`config.mk`:
```
export PLATFORM = sky130hd
export DESIGN_NAME = power_gating_sequencer
export DESIGN_NICKNAME = d
export VERILOG_FILES = /design/src/common/pg_pkg.sv /design/src/hdl/power_gating_sequencer.sv
export SDC_FILE = /design/constraint.sdc
export NUM_CORES = 1
export LEC_CHECK = 0
export BUFFER_PORTS_ARGS = -buffer_cell sky130_fd_sc_hd__buf_2
export CORE_UTILIZATION = 25
export CTS_BUF_LIST = sky130_fd_sc_hd__clkbuf_16
export CTS_CLUSTER_SIZE = 8
export DETAILED_ROUTE_END_ITERATION = 10
export PLACE_DENSITY = 0.49
export SETUP_SLACK_MARGIN = 0.5
export SLEW_MARGIN = 20
export SYNTH_ARGS = -nofsm -noshare
export SYNTH_HDL_FRONTEND = slang
export SYNTH_SLANG_ARGS = --single-unit
```
`constraint.sdc`:
```
create_clock -name clock -period 2.3 [get_ports clock]
set_input_delay 0.115 -clock clock [delete_from_list [all_inputs] [get_ports clock]]
set_output_delay 0.115 -clock clock [all_outputs]
set_load 0.02 [all_outputs]
```
`src/common/pg_pkg.sv`:
```
package pg_pkg;

   // four operating modes, latched from the timing-pin straps
   typedef enum logic [3:0] {
      MODE_ENERGY = 4'h1,
      MODE_EVENT1 = 4'h2,
      MODE_EVENT2 = 4'h4,
      MODE_TIMER  = 4'h8
   } op_mode_t;

   localparam int  TIMER_W     = 24;
   localparam int  CLOCK_HZ    = 10_000_000;
   localparam int  CLOCK_NS    = 1_000_000_000 / CLOCK_HZ;
   localparam logic [TIMER_W-1:0] TIMER_ZERO = 24'h000000;
   localparam logic [TIMER_W-1:0] TIMER_ONE  = 24'h000001;

endpackage : pg_pkg

```
`src/hdl/power_gating_sequencer.sv`:
```
// How it works
// - in both event modes load one switches follow energy driven behaviour
// - event mode 1, harvest: store-to-load-two closes while wake is high
// - event mode 1, battery: battery-to-load-two closes while wake is high
// - event mode 1: wake ignored for load two while hold-off runs
// - event mode 1: hold-off starts on upper or detect threshold, ends after duration
// - hold-off duration is a configurable input
// - event mode 2: on-window starts on wake rising, ends after duration
// - event mode 2, harvest: lower threshold clears hold-off and on-window
// - event mode 2, harvest: store-to-load-two closed only while on-window counts
// - event mode 2, battery: battery-to-load-two closed only while on-window counts
// - event mode 2: wake cannot start on-window while hold-off counts
// - timer mode: first threshold detection starts hold-off and on-window
// - timer mode: off-interval completion restarts hold-off and on-window
// - timer mode: on-window completion starts off-interval, which then ends
// - on-window and off-interval durations are separate inputs
// - timer mode, harvest: lower threshold clears two timers; supply loss clears third
// - battery, event 2 or timer mode: undetect threshold clears all timers
// - timer mode, harvest: store-to-load-one closed during on-window, open in off-interval
// - timer mode, harvest: store-to-load-two on in on-window after hold-off ends
// - timer mode, battery: battery-to-load-one closed during on-window only
// - timer mode, battery: battery-to-load-two on in on-window after hold-off ends
// - one flag per timer shows counting; timer-mode switches derive from flags
// - mode latched when internal supply is first detected, from two straps
// - energy mode, harvest: store switches on from upper to lower threshold
// - energy mode, battery: battery switches on from detect to undetect threshold
`timescale 1ns/1ps
`default_nettype none
module power_gating_sequencer
   import pg_pkg::*;
(
   input  wire logic               clock,
   input  wire logic               sys_rst,
   input  wire logic               battery_input_sel,
   input  wire logic               internal_supply_detect,
   input  wire logic               on_window_strap,
   input  wire logic               off_interval_strap,
   input  wire logic               upper_storage_threshold,
   input  wire logic               lower_storage_threshold,
   input  wire logic               power_detect_threshold,
   input  wire logic               power_undetect_threshold,
   input  wire logic               wake_request,
   input  wire logic [TIMER_W-1:0] hold_off_duration,
   input  wire logic [TIMER_W-1:0] on_window_duration,
   input  wire logic [TIMER_W-1:0] off_interval_duration,
   output logic [3:0]              op_mode,
   output logic                    hold_off_timer_flag,
   output logic                    on_window_timer_flag,
   output logic                    off_interval_timer_flag,
   output logic                    store_to_load_one_switch,
   output logic                    store_to_load_two_switch,
   output logic                    battery_to_load_one_switch,
   output logic                    battery_to_load_two_switch
);

   typedef struct packed {
      logic [5:0]         in_q;
      op_mode_t           mode;
      logic               mode_set;
      logic               energy_on;
      logic               first_done;
      logic [2:0]         run;
      logic [TIMER_W-1:0] cnt0;
      logic [TIMER_W-1:0] cnt1;
      logic [TIMER_W-1:0] cnt2;
      logic [3:0]         sw;
   } state_t;

   state_t s_q;
   state_t s_d;

   logic [5:0] in_now;
   logic [5:0] rise;
   logic       harvest;
   logic       up_ev;
   logic       lo_ev;
   logic       wake_ev;
   logic       supply_loss;
   logic [2:0] done;
   logic       start0;
   logic       start1;
   logic       start2;
   logic       clr01;
   logic       clr2;
   logic [3:0] sw_n;

   // bit order: supply, upper, lower, detect, undetect, wake
   assign in_now = {internal_supply_detect, upper_storage_threshold, lower_storage_threshold,
                    power_detect_threshold, power_undetect_threshold, wake_request};
   assign rise   = in_now & ~s_q.in_q;

   // a timer completes on the cycle its count reaches the loaded duration
   assign done[0] = s_q.run[0] && (s_q.cnt0 >= hold_off_duration);
   assign done[1] = s_q.run[1] && (s_q.cnt1 >= on_window_duration);
   assign done[2] = s_q.run[2] && (s_q.cnt2 >= off_interval_duration);

   always_comb
   begin
      s_d         = s_q;
      s_d.in_q    = in_now;
      harvest     = ~battery_input_sel;
      up_ev       = harvest ? rise[4] : rise[2];
      lo_ev       = harvest ? rise[3] : rise[1];
      wake_ev     = rise[0];
      supply_loss = s_q.in_q[5] & ~internal_supply_detect;
      start0      = 1'b0;
      start1      = 1'b0;
      start2      = 1'b0;
      clr01       = 1'b0;
      clr2        = 1'b0;
      // straps: on-window open/closed, off-interval open/closed pick one of four modes
      if (rise[5] && !s_q.mode_set)
      begin
         s_d.mode_set = 1'b1;
         case ({on_window_strap, off_interval_strap})
            2'b00:   s_d.mode = MODE_ENERGY;
            2'b01:   s_d.mode = MODE_EVENT1;
            2'b10:   s_d.mode = MODE_EVENT2;
            default: s_d.mode = MODE_TIMER;
         endcase
      end
      if (up_ev)
         s_d.energy_on = 1'b1;
      else if (lo_ev)
         s_d.energy_on = 1'b0;
      case (s_q.mode)
         MODE_EVENT1:
         begin
            start0 = up_ev;
            clr01  = lo_ev;
         end
         MODE_EVENT2:
         begin
            start0 = up_ev;
            start1 = wake_ev && !s_q.run[0];
            clr01  = lo_ev;
            clr2   = lo_ev & ~harvest;
         end
         MODE_TIMER:
         begin
            start0 = (up_ev && !s_q.first_done) || done[2];
            start1 = start0;
            start2 = done[1];
            clr01  = lo_ev;
            clr2   = harvest ? supply_loss : lo_ev;
         end
         default:
         begin
            clr01 = 1'b1;
            clr2  = 1'b1;
         end
      endcase
      if (start0 && s_q.mode == MODE_TIMER)
         s_d.first_done = 1'b1;
      if (clr01)
         s_d.first_done = 1'b0;
      // completion stops and clears; clear beats start
      s_d.cnt0 = s_q.run[0] ? s_q.cnt0 + TIMER_ONE : TIMER_ZERO;
      s_d.cnt1 = s_q.run[1] ? s_q.cnt1 + TIMER_ONE : TIMER_ZERO;
      s_d.cnt2 = s_q.run[2] ? s_q.cnt2 + TIMER_ONE : TIMER_ZERO;
      if (done[0] || start0)
      begin
         s_d.run[0] = start0;
         s_d.cnt0   = TIMER_ONE;
      end
      if (done[1] || start1)
      begin
         s_d.run[1] = start1;
         s_d.cnt1   = TIMER_ONE;
      end
      if (done[2] || start2)
      begin
         s_d.run[2] = start2;
         s_d.cnt2   = TIMER_ONE;
      end
      if (clr01)
      begin
         s_d.run[1:0] = 2'b00;
         s_d.cnt0     = TIMER_ZERO;
         s_d.cnt1     = TIMER_ZERO;
      end
      if (clr2)
      begin
         s_d.run[2] = 1'b0;
         s_d.cnt2   = TIMER_ZERO;
      end
      // switch controls from flags, energy state and wake; sw = {store1, store2, bat1, bat2}
      sw_n = 4'h0;
      case (s_q.mode)
         MODE_ENERGY:
            sw_n = {4{s_q.energy_on}};
         MODE_EVENT1:
         begin
            sw_n[3] = s_q.energy_on;
            sw_n[1] = s_q.energy_on;
            // on start the hold-off flag masks wake until it ends
            sw_n[2] = s_q.energy_on & s_q.in_q[0] & ~s_q.run[0];
            sw_n[0] = s_q.energy_on & s_q.in_q[0] & ~s_q.run[0];
         end
         MODE_EVENT2:
         begin
            sw_n[3] = s_q.energy_on;
            sw_n[1] = s_q.energy_on;
            sw_n[2] = s_q.run[1];
            sw_n[0] = s_q.run[1];
         end
         MODE_TIMER:
         begin
            sw_n[3] = s_q.run[1] & ~s_q.run[2];
            sw_n[1] = s_q.run[1] & ~s_q.run[2];
            sw_n[2] = s_q.run[1] & ~s_q.run[0] & ~s_q.run[2];
            sw_n[0] = s_q.run[1] & ~s_q.run[0] & ~s_q.run[2];
         end
         default:
            sw_n = 4'h0;
      endcase
      s_d.sw = sw_n & (harvest ? 4'hC : 4'h3);
   end

   always_ff @(posedge clock)
   begin
      if (sys_rst)
      begin
         s_q      <= '0;
         s_q.mode <= MODE_ENERGY;
      end
      else
         s_q <= s_d;
   end

   assign op_mode                    = s_q.mode;
   assign hold_off_timer_flag        = s_q.run[0];
   assign on_window_timer_flag       = s_q.run[1];
   assign off_interval_timer_flag    = s_q.run[2];
   assign store_to_load_one_switch   = s_q.sw[3];
   assign store_to_load_two_switch   = s_q.sw[2];
   assign battery_to_load_one_switch = s_q.sw[1];
   assign battery_to_load_two_switch = s_q.sw[0];

   // durations are plain inputs so software-free straps can set them
   a_holdoff_ends: assert property (@(posedge clock) disable iff (sys_rst)
      done[0] && !start0 && !clr01 |=> !hold_off_timer_flag)
      else $error("hold-off flag stayed after completion");
   a_window_ends: assert property (@(posedge clock) disable iff (sys_rst)
      done[1] && !start1 && !clr01 |=> !on_window_timer_flag)
      else $error("on-window flag stayed after completion");
   a_off_ends: assert property (@(posedge clock) disable iff (sys_rst)
      done[2] && !start2 && !clr2 |=> !off_interval_timer_flag)
      else $error("off-interval flag stayed after completion");
   a_off_starts: assert property (@(posedge clock) disable iff (sys_rst)
      s_q.mode == MODE_TIMER && done[1] && !clr2 |=> off_interval_timer_flag)
      else $error("off-interval did not start");
   a_timer_first: assert property (@(posedge clock) disable iff (sys_rst)
      s_q.mode == MODE_TIMER && up_ev && !s_q.first_done && !lo_ev
      |=> hold_off_timer_flag && on_window_timer_flag)
      else $error("first threshold did not start timers");
   a_timer_restart: assert property (@(posedge clock) disable iff (sys_rst)
      s_q.mode == MODE_TIMER && done[2] && !lo_ev
      |=> hold_off_timer_flag && on_window_timer_flag)
      else $error("off-interval end did not restart timers");
   a_timer_sw1: assert property (@(posedge clock) disable iff (sys_rst)
      s_q.mode == MODE_TIMER && off_interval_timer_flag && !battery_input_sel
      |=> !store_to_load_one_switch)
      else $error("load one closed in off-interval");
   a_energy_sw: assert property (@(posedge clock) disable iff (sys_rst)
      s_q.mode == MODE_ENERGY && !battery_input_sel
      |=> store_to_load_one_switch == $past(s_q.energy_on)
      && store_to_load_two_switch == $past(s_q.energy_on))
      else $error("energy mode store switches off track");
   a_ev1_start: assert property (@(posedge clock) disable iff (sys_rst)
      s_q.mode == MODE_EVENT1 && up_ev && !lo_ev |=> hold_off_timer_flag)
      else $error("hold-off did not start on threshold");
   a_ev1_wake: assert property (@(posedge clock) disable iff (sys_rst)
      s_q.mode == MODE_EVENT1 && s_q.energy_on && s_q.in_q[0] && !hold_off_timer_flag
      |=> store_to_load_two_switch || battery_to_load_two_switch)
      else $error("wake did not close load two");
   a_ev2_start: assert property (@(posedge clock) disable iff (sys_rst)
      s_q.mode == MODE_EVENT2 && wake_ev && !hold_off_timer_flag && !lo_ev
      |=> on_window_timer_flag)
      else $error("wake did not open the on-window");
   a_ev2_sw: assert property (@(posedge clock) disable iff (sys_rst)
      s_q.mode == MODE_EVENT2 && !battery_input_sel |=>
      store_to_load_two_switch == $past(on_window_timer_flag))
      else $error("load two not following on-window");
   a_ev2_mask: assert property (@(posedge clock) disable iff (sys_rst)
      s_q.mode == MODE_EVENT2 && hold_off_timer_flag && !on_window_timer_flag
      && !done[0] |=> !on_window_timer_flag)
      else $error("wake started on-window in hold-off");
   a_ev1_mask: assert property (@(posedge clock) disable iff (sys_rst)
      s_q.mode == MODE_EVENT1 && hold_off_timer_flag |=> !store_to_load_two_switch
      && !battery_to_load_two_switch)
      else $error("wake passed during hold-off");
   a_lower_clear: assert property (@(posedge clock) disable iff (sys_rst)
      s_q.mode != MODE_ENERGY && lo_ev |=> !hold_off_timer_flag && !on_window_timer_flag)
      else $error("lower threshold did not clear timers");
   a_mode_hold: assert property (@(posedge clock) disable iff (sys_rst)
      s_q.mode_set |=> $stable(op_mode))
      else $error("mode changed after latch");
   c_timer_cycle: cover property (@(posedge clock) disable iff (sys_rst)
      s_q.mode == MODE_TIMER && done[2]);
   c_ev2_window: cover property (@(posedge clock) disable iff (sys_rst)
      s_q.mode == MODE_EVENT2 && done[1]);
   c_ev1_wake: cover property (@(posedge clock) disable iff (sys_rst)
      s_q.mode == MODE_EVENT1 && store_to_load_two_switch);
   c_energy_on: cover property (@(posedge clock) disable iff (sys_rst)
      s_q.mode == MODE_ENERGY && up_ev);
   c_ev2_cleared: cover property (@(posedge clock) disable iff (sys_rst)
      s_q.mode == MODE_EVENT2 && lo_ev && on_window_timer_flag);

endmodule : power_gating_sequencer
`default_nettype wire

```
==> impl_results.md <==
- Int Pwr: 2.70 mW
- Pleak: 3.44 nW
- Register area share after synthesis: 32.1%
- Min Tclk post-route: 2.23 ns
- Part of the power in registers: 45.7%
- Reg clk slew, reported paths: 0.07 ns
- Non-Filler Instances: 1144
- Setup Skew: 0.0106 ns
- Die area: 23600 um^2
- Gr usage total: 12.7%
- Max incr delay on CP: 0.57 ns
- CP Launch Type: flip-flop
- Max-cap violation count: 0
- Setup crit end kind: flip-flop
- Placed Cells: 1103
- Most common cell in the netlist: nor2_1
- Cell Chain, Critical Path: ha_4 -> nand4_1 -> or4_4 -> o22ai_4 -> o221a_4 -> nand4b_4 -> buf_4 -> nor2_1
- Hold Path Class: input port to flip-flop
- Final Util: 35.6%
- Clock network power share: 46.0%
- Final ANT Viol Nets: 0
- Drt pass-1 iters: 4
- Gr ovfl total: 0
- Num Clock Sinks: 92
- Comb pwr share: 8.3%
- Main combinational cell family by area after synthesis: simple AND/OR/NAND/NOR gates
- Dpl cell area: 6980 um^2
- Most frequent cells after synthesis: nor2_1 (94), dfxtp_1 (92), inv_1 (83)
- Power Density: 439 nW/um^2
- Final instance area: 8040 um^2
- CP Class: flip-flop to flip-flop
- P_sw: 0.833 mW
- # setup viols final: 0
- Worst skew pair latency: 0.35 ns
- Fraction of layout cells with a size suffix above 1: 35.8%
- # fillers: 2387
- Crit Path Max Fanout: 8
- Final nets: 1011
- Register area: 1880 um^2
- Critical path arrival: 2.47 ns
- Num CTS Buffers: 9
- Largest net degree at the start of global routing: 17
- Post-synthesis xor/xnor area fraction: 10.4%
- Hold Slack: 0.0186 ns
- Synth top area share: 32.1%
- Adder-cell share of the synthesized area: 16.3%
- Post-synth EDFFs: 0
- Fmax: 449 MHz
- Starting Density: 25.4%
- RSZ-0062 raised after global routing: true
- Root Driver: clkbuf_16
- Main synth FF type: dfxtp_1
- Mux contribution to synthesized area: 0%
- Highest-delay cell along the critical path: or4_4
- DIE HEIGHT: 154 um
- Syn avg cell area: 8.37 um^2
- Yosys warns: 0
- Number of global-route vias before repair: 4953
- Ys async rst share: 0%
- # DRC: 0
- Post-Syn Nets: 844
- Vias per inst: 4.38
- Initial antenna violation count: 2
- Post-synthesis compound-gate area fraction: 10.2%
- Core area: 22600 um^2
- Switching share of total power: 23.6%
- Row Count: 55
- Final critical-path share of the clock period: 96.7%
- Total Power: 3.53 mW
- Via count: 5009
- Max_slew headroom: 72.6%
- Worst setup margin: 0.0749 ns
- I/O pin total: 94
- Largest area contributor in the netlist: dfxtp_1
- Multi-input logic area: 4050 um^2
- Input/output buffers: 93
- Post-DP HPWL: 10700 um
- Synthesized flop and latch total: 92
- Status: finished, final reports clean
- First-pass GRT wire length: 23800 um
- Gp weighted congestion: 0.777
- DR WL/cell: 12.8 um
- Worst slack, placed: -0.0294 ns
- Synth cell types: 59
- Synth area leaders: dfxtp_1 (32%), ha_1 (16%), xor2_1 (7.2%)
- Mapped Area: 5740 um^2
- Area Growth Syn to Fin: 40.1%
- Final setup TNS: 0 ns
- Max Root-Sink Buffers: 2
- CTS tree: yes
- Routed WL: 14600 um
- VDD IR-drop max: 0.343 mV
- Cells after Synth: 686
- Worst EP required: 2.55 ns
- Pins Over Slew Limit: 0
- Tightest Pin Transition: 0.408 ns
- Iteration-0 DRC Markers: 138
- Final Hold Viols: 0
- Die Span X: 154 um
- H-tree depth: 3
- Simple-gate share of the synthesized area: 23.3%
## cell type report
type | instances | area share, %
Timing Repair Buffer | 171 | 14.0
Multi-Input combinational cell | 496 | 50.4
Antenna cell | 1 | 0.0311
Sequential cell | 92 | 23.3
Tap cell | 285 | 4.43
Clock buffer | 9 | 2.80
Clock inverter | 7 | 1.12
Inverter | 83 | 3.87
## cells by family after synthesis
group / Yosys count
compound gates: 85
xor+xnor: 68
fa+ha+maj: 75
buf+inv: 101
flops: 92
simple gates: 265
## path summary, 6_finish.rpt
kind	start	to	slack, ns	cells past startpoint
worst max-delay path	s_q[17]$_SDFF_PP0_	s_q[55]$_SDFF_PP0_	0.07	8
worst min-delay path	power_undetect_threshold	s_q[87]$_SDFF_PP0_	0.02	2
worst max register to register	s_q[17]$_SDFF_PP0_	s_q[55]$_SDFF_PP0_	0.07	8
worst min register to register	s_q[81]$_SDFFE_PP0P_	s_q[81]$_SDFFE_PP0P_	0.46	2
## layout by cell type (no fill, tap or decap), drive strengths merged, types with 4 or more instances in the layout
cell	count
nor2b	10
nand4	22
and3	12
a211oi	7
nor3	8
buf	168
xnor2	21
o21ai	12
a21oi	33
inv	84
o211ai	4
nand3b	5
xor2	47
nor2	104
dfxtp	92
nand2	43
and4	9
clkbuf	9
ha	75
nor3b	5
nand3	34
o21a	5
## registers in the layout (all words and copies together) (netlist names)
signal,flops
store_to_load_one_switch,1
op_mode,4
hold_off_timer_flag,1
off_interval_timer_flag,1
battery_to_load_two_switch,1
on_window_timer_flag,1
s_q,81
store_to_load_two_switch,1
battery_to_load_one_switch,1
## worst max-delay path: cells and delay by family, from the launching register on
| kind | cells | cell delay [ns] |
|---|---|---|
| buf+inv | 1 | 0.18 |
| fa+ha+maj | 1 | 0.26 |
| compound gates | 2 | 0.38 |
| simple gates | 4 | 0.94 |
| flops | 1 | 0.36 |
## repair_timing
action                     4_1_cts  5_1_grt
setup endpoints to repair       76       80
cloned                           3        1
hold endpoints to repair         3        0
resized for setup               80       32
pin swaps                       21        7
setup buffers                   10        7
hold buffers                     3        0
## routing by layer
layer	up-vias	GRT usage [%]	wire length [um]
met5	-	0	13
met4	2	3.43	153
met3	12	3.16	565
met2	66	21.5	6800
met1	2266	15.9	7080
li1	2663	-	-
## power groups by stage
| stage | registers, mW | clock network (mW) | logic (mW) |
|---|---|---|---|
| after floorplan | 1.65 | 0 | 0.155 |
| after CTS | 1.61 | 1.68 | 0.293 |
| after detailed placement | 1.65 | 0 | 0.265 |
| after global routing | 1.62 | 1.74 | 0.335 |
| after global placement | 1.65 | 0 | 0.266 |
| final | 1.62 | 1.62 | 0.293 |
Note: power is estimated with default switching activity, not from simulation.
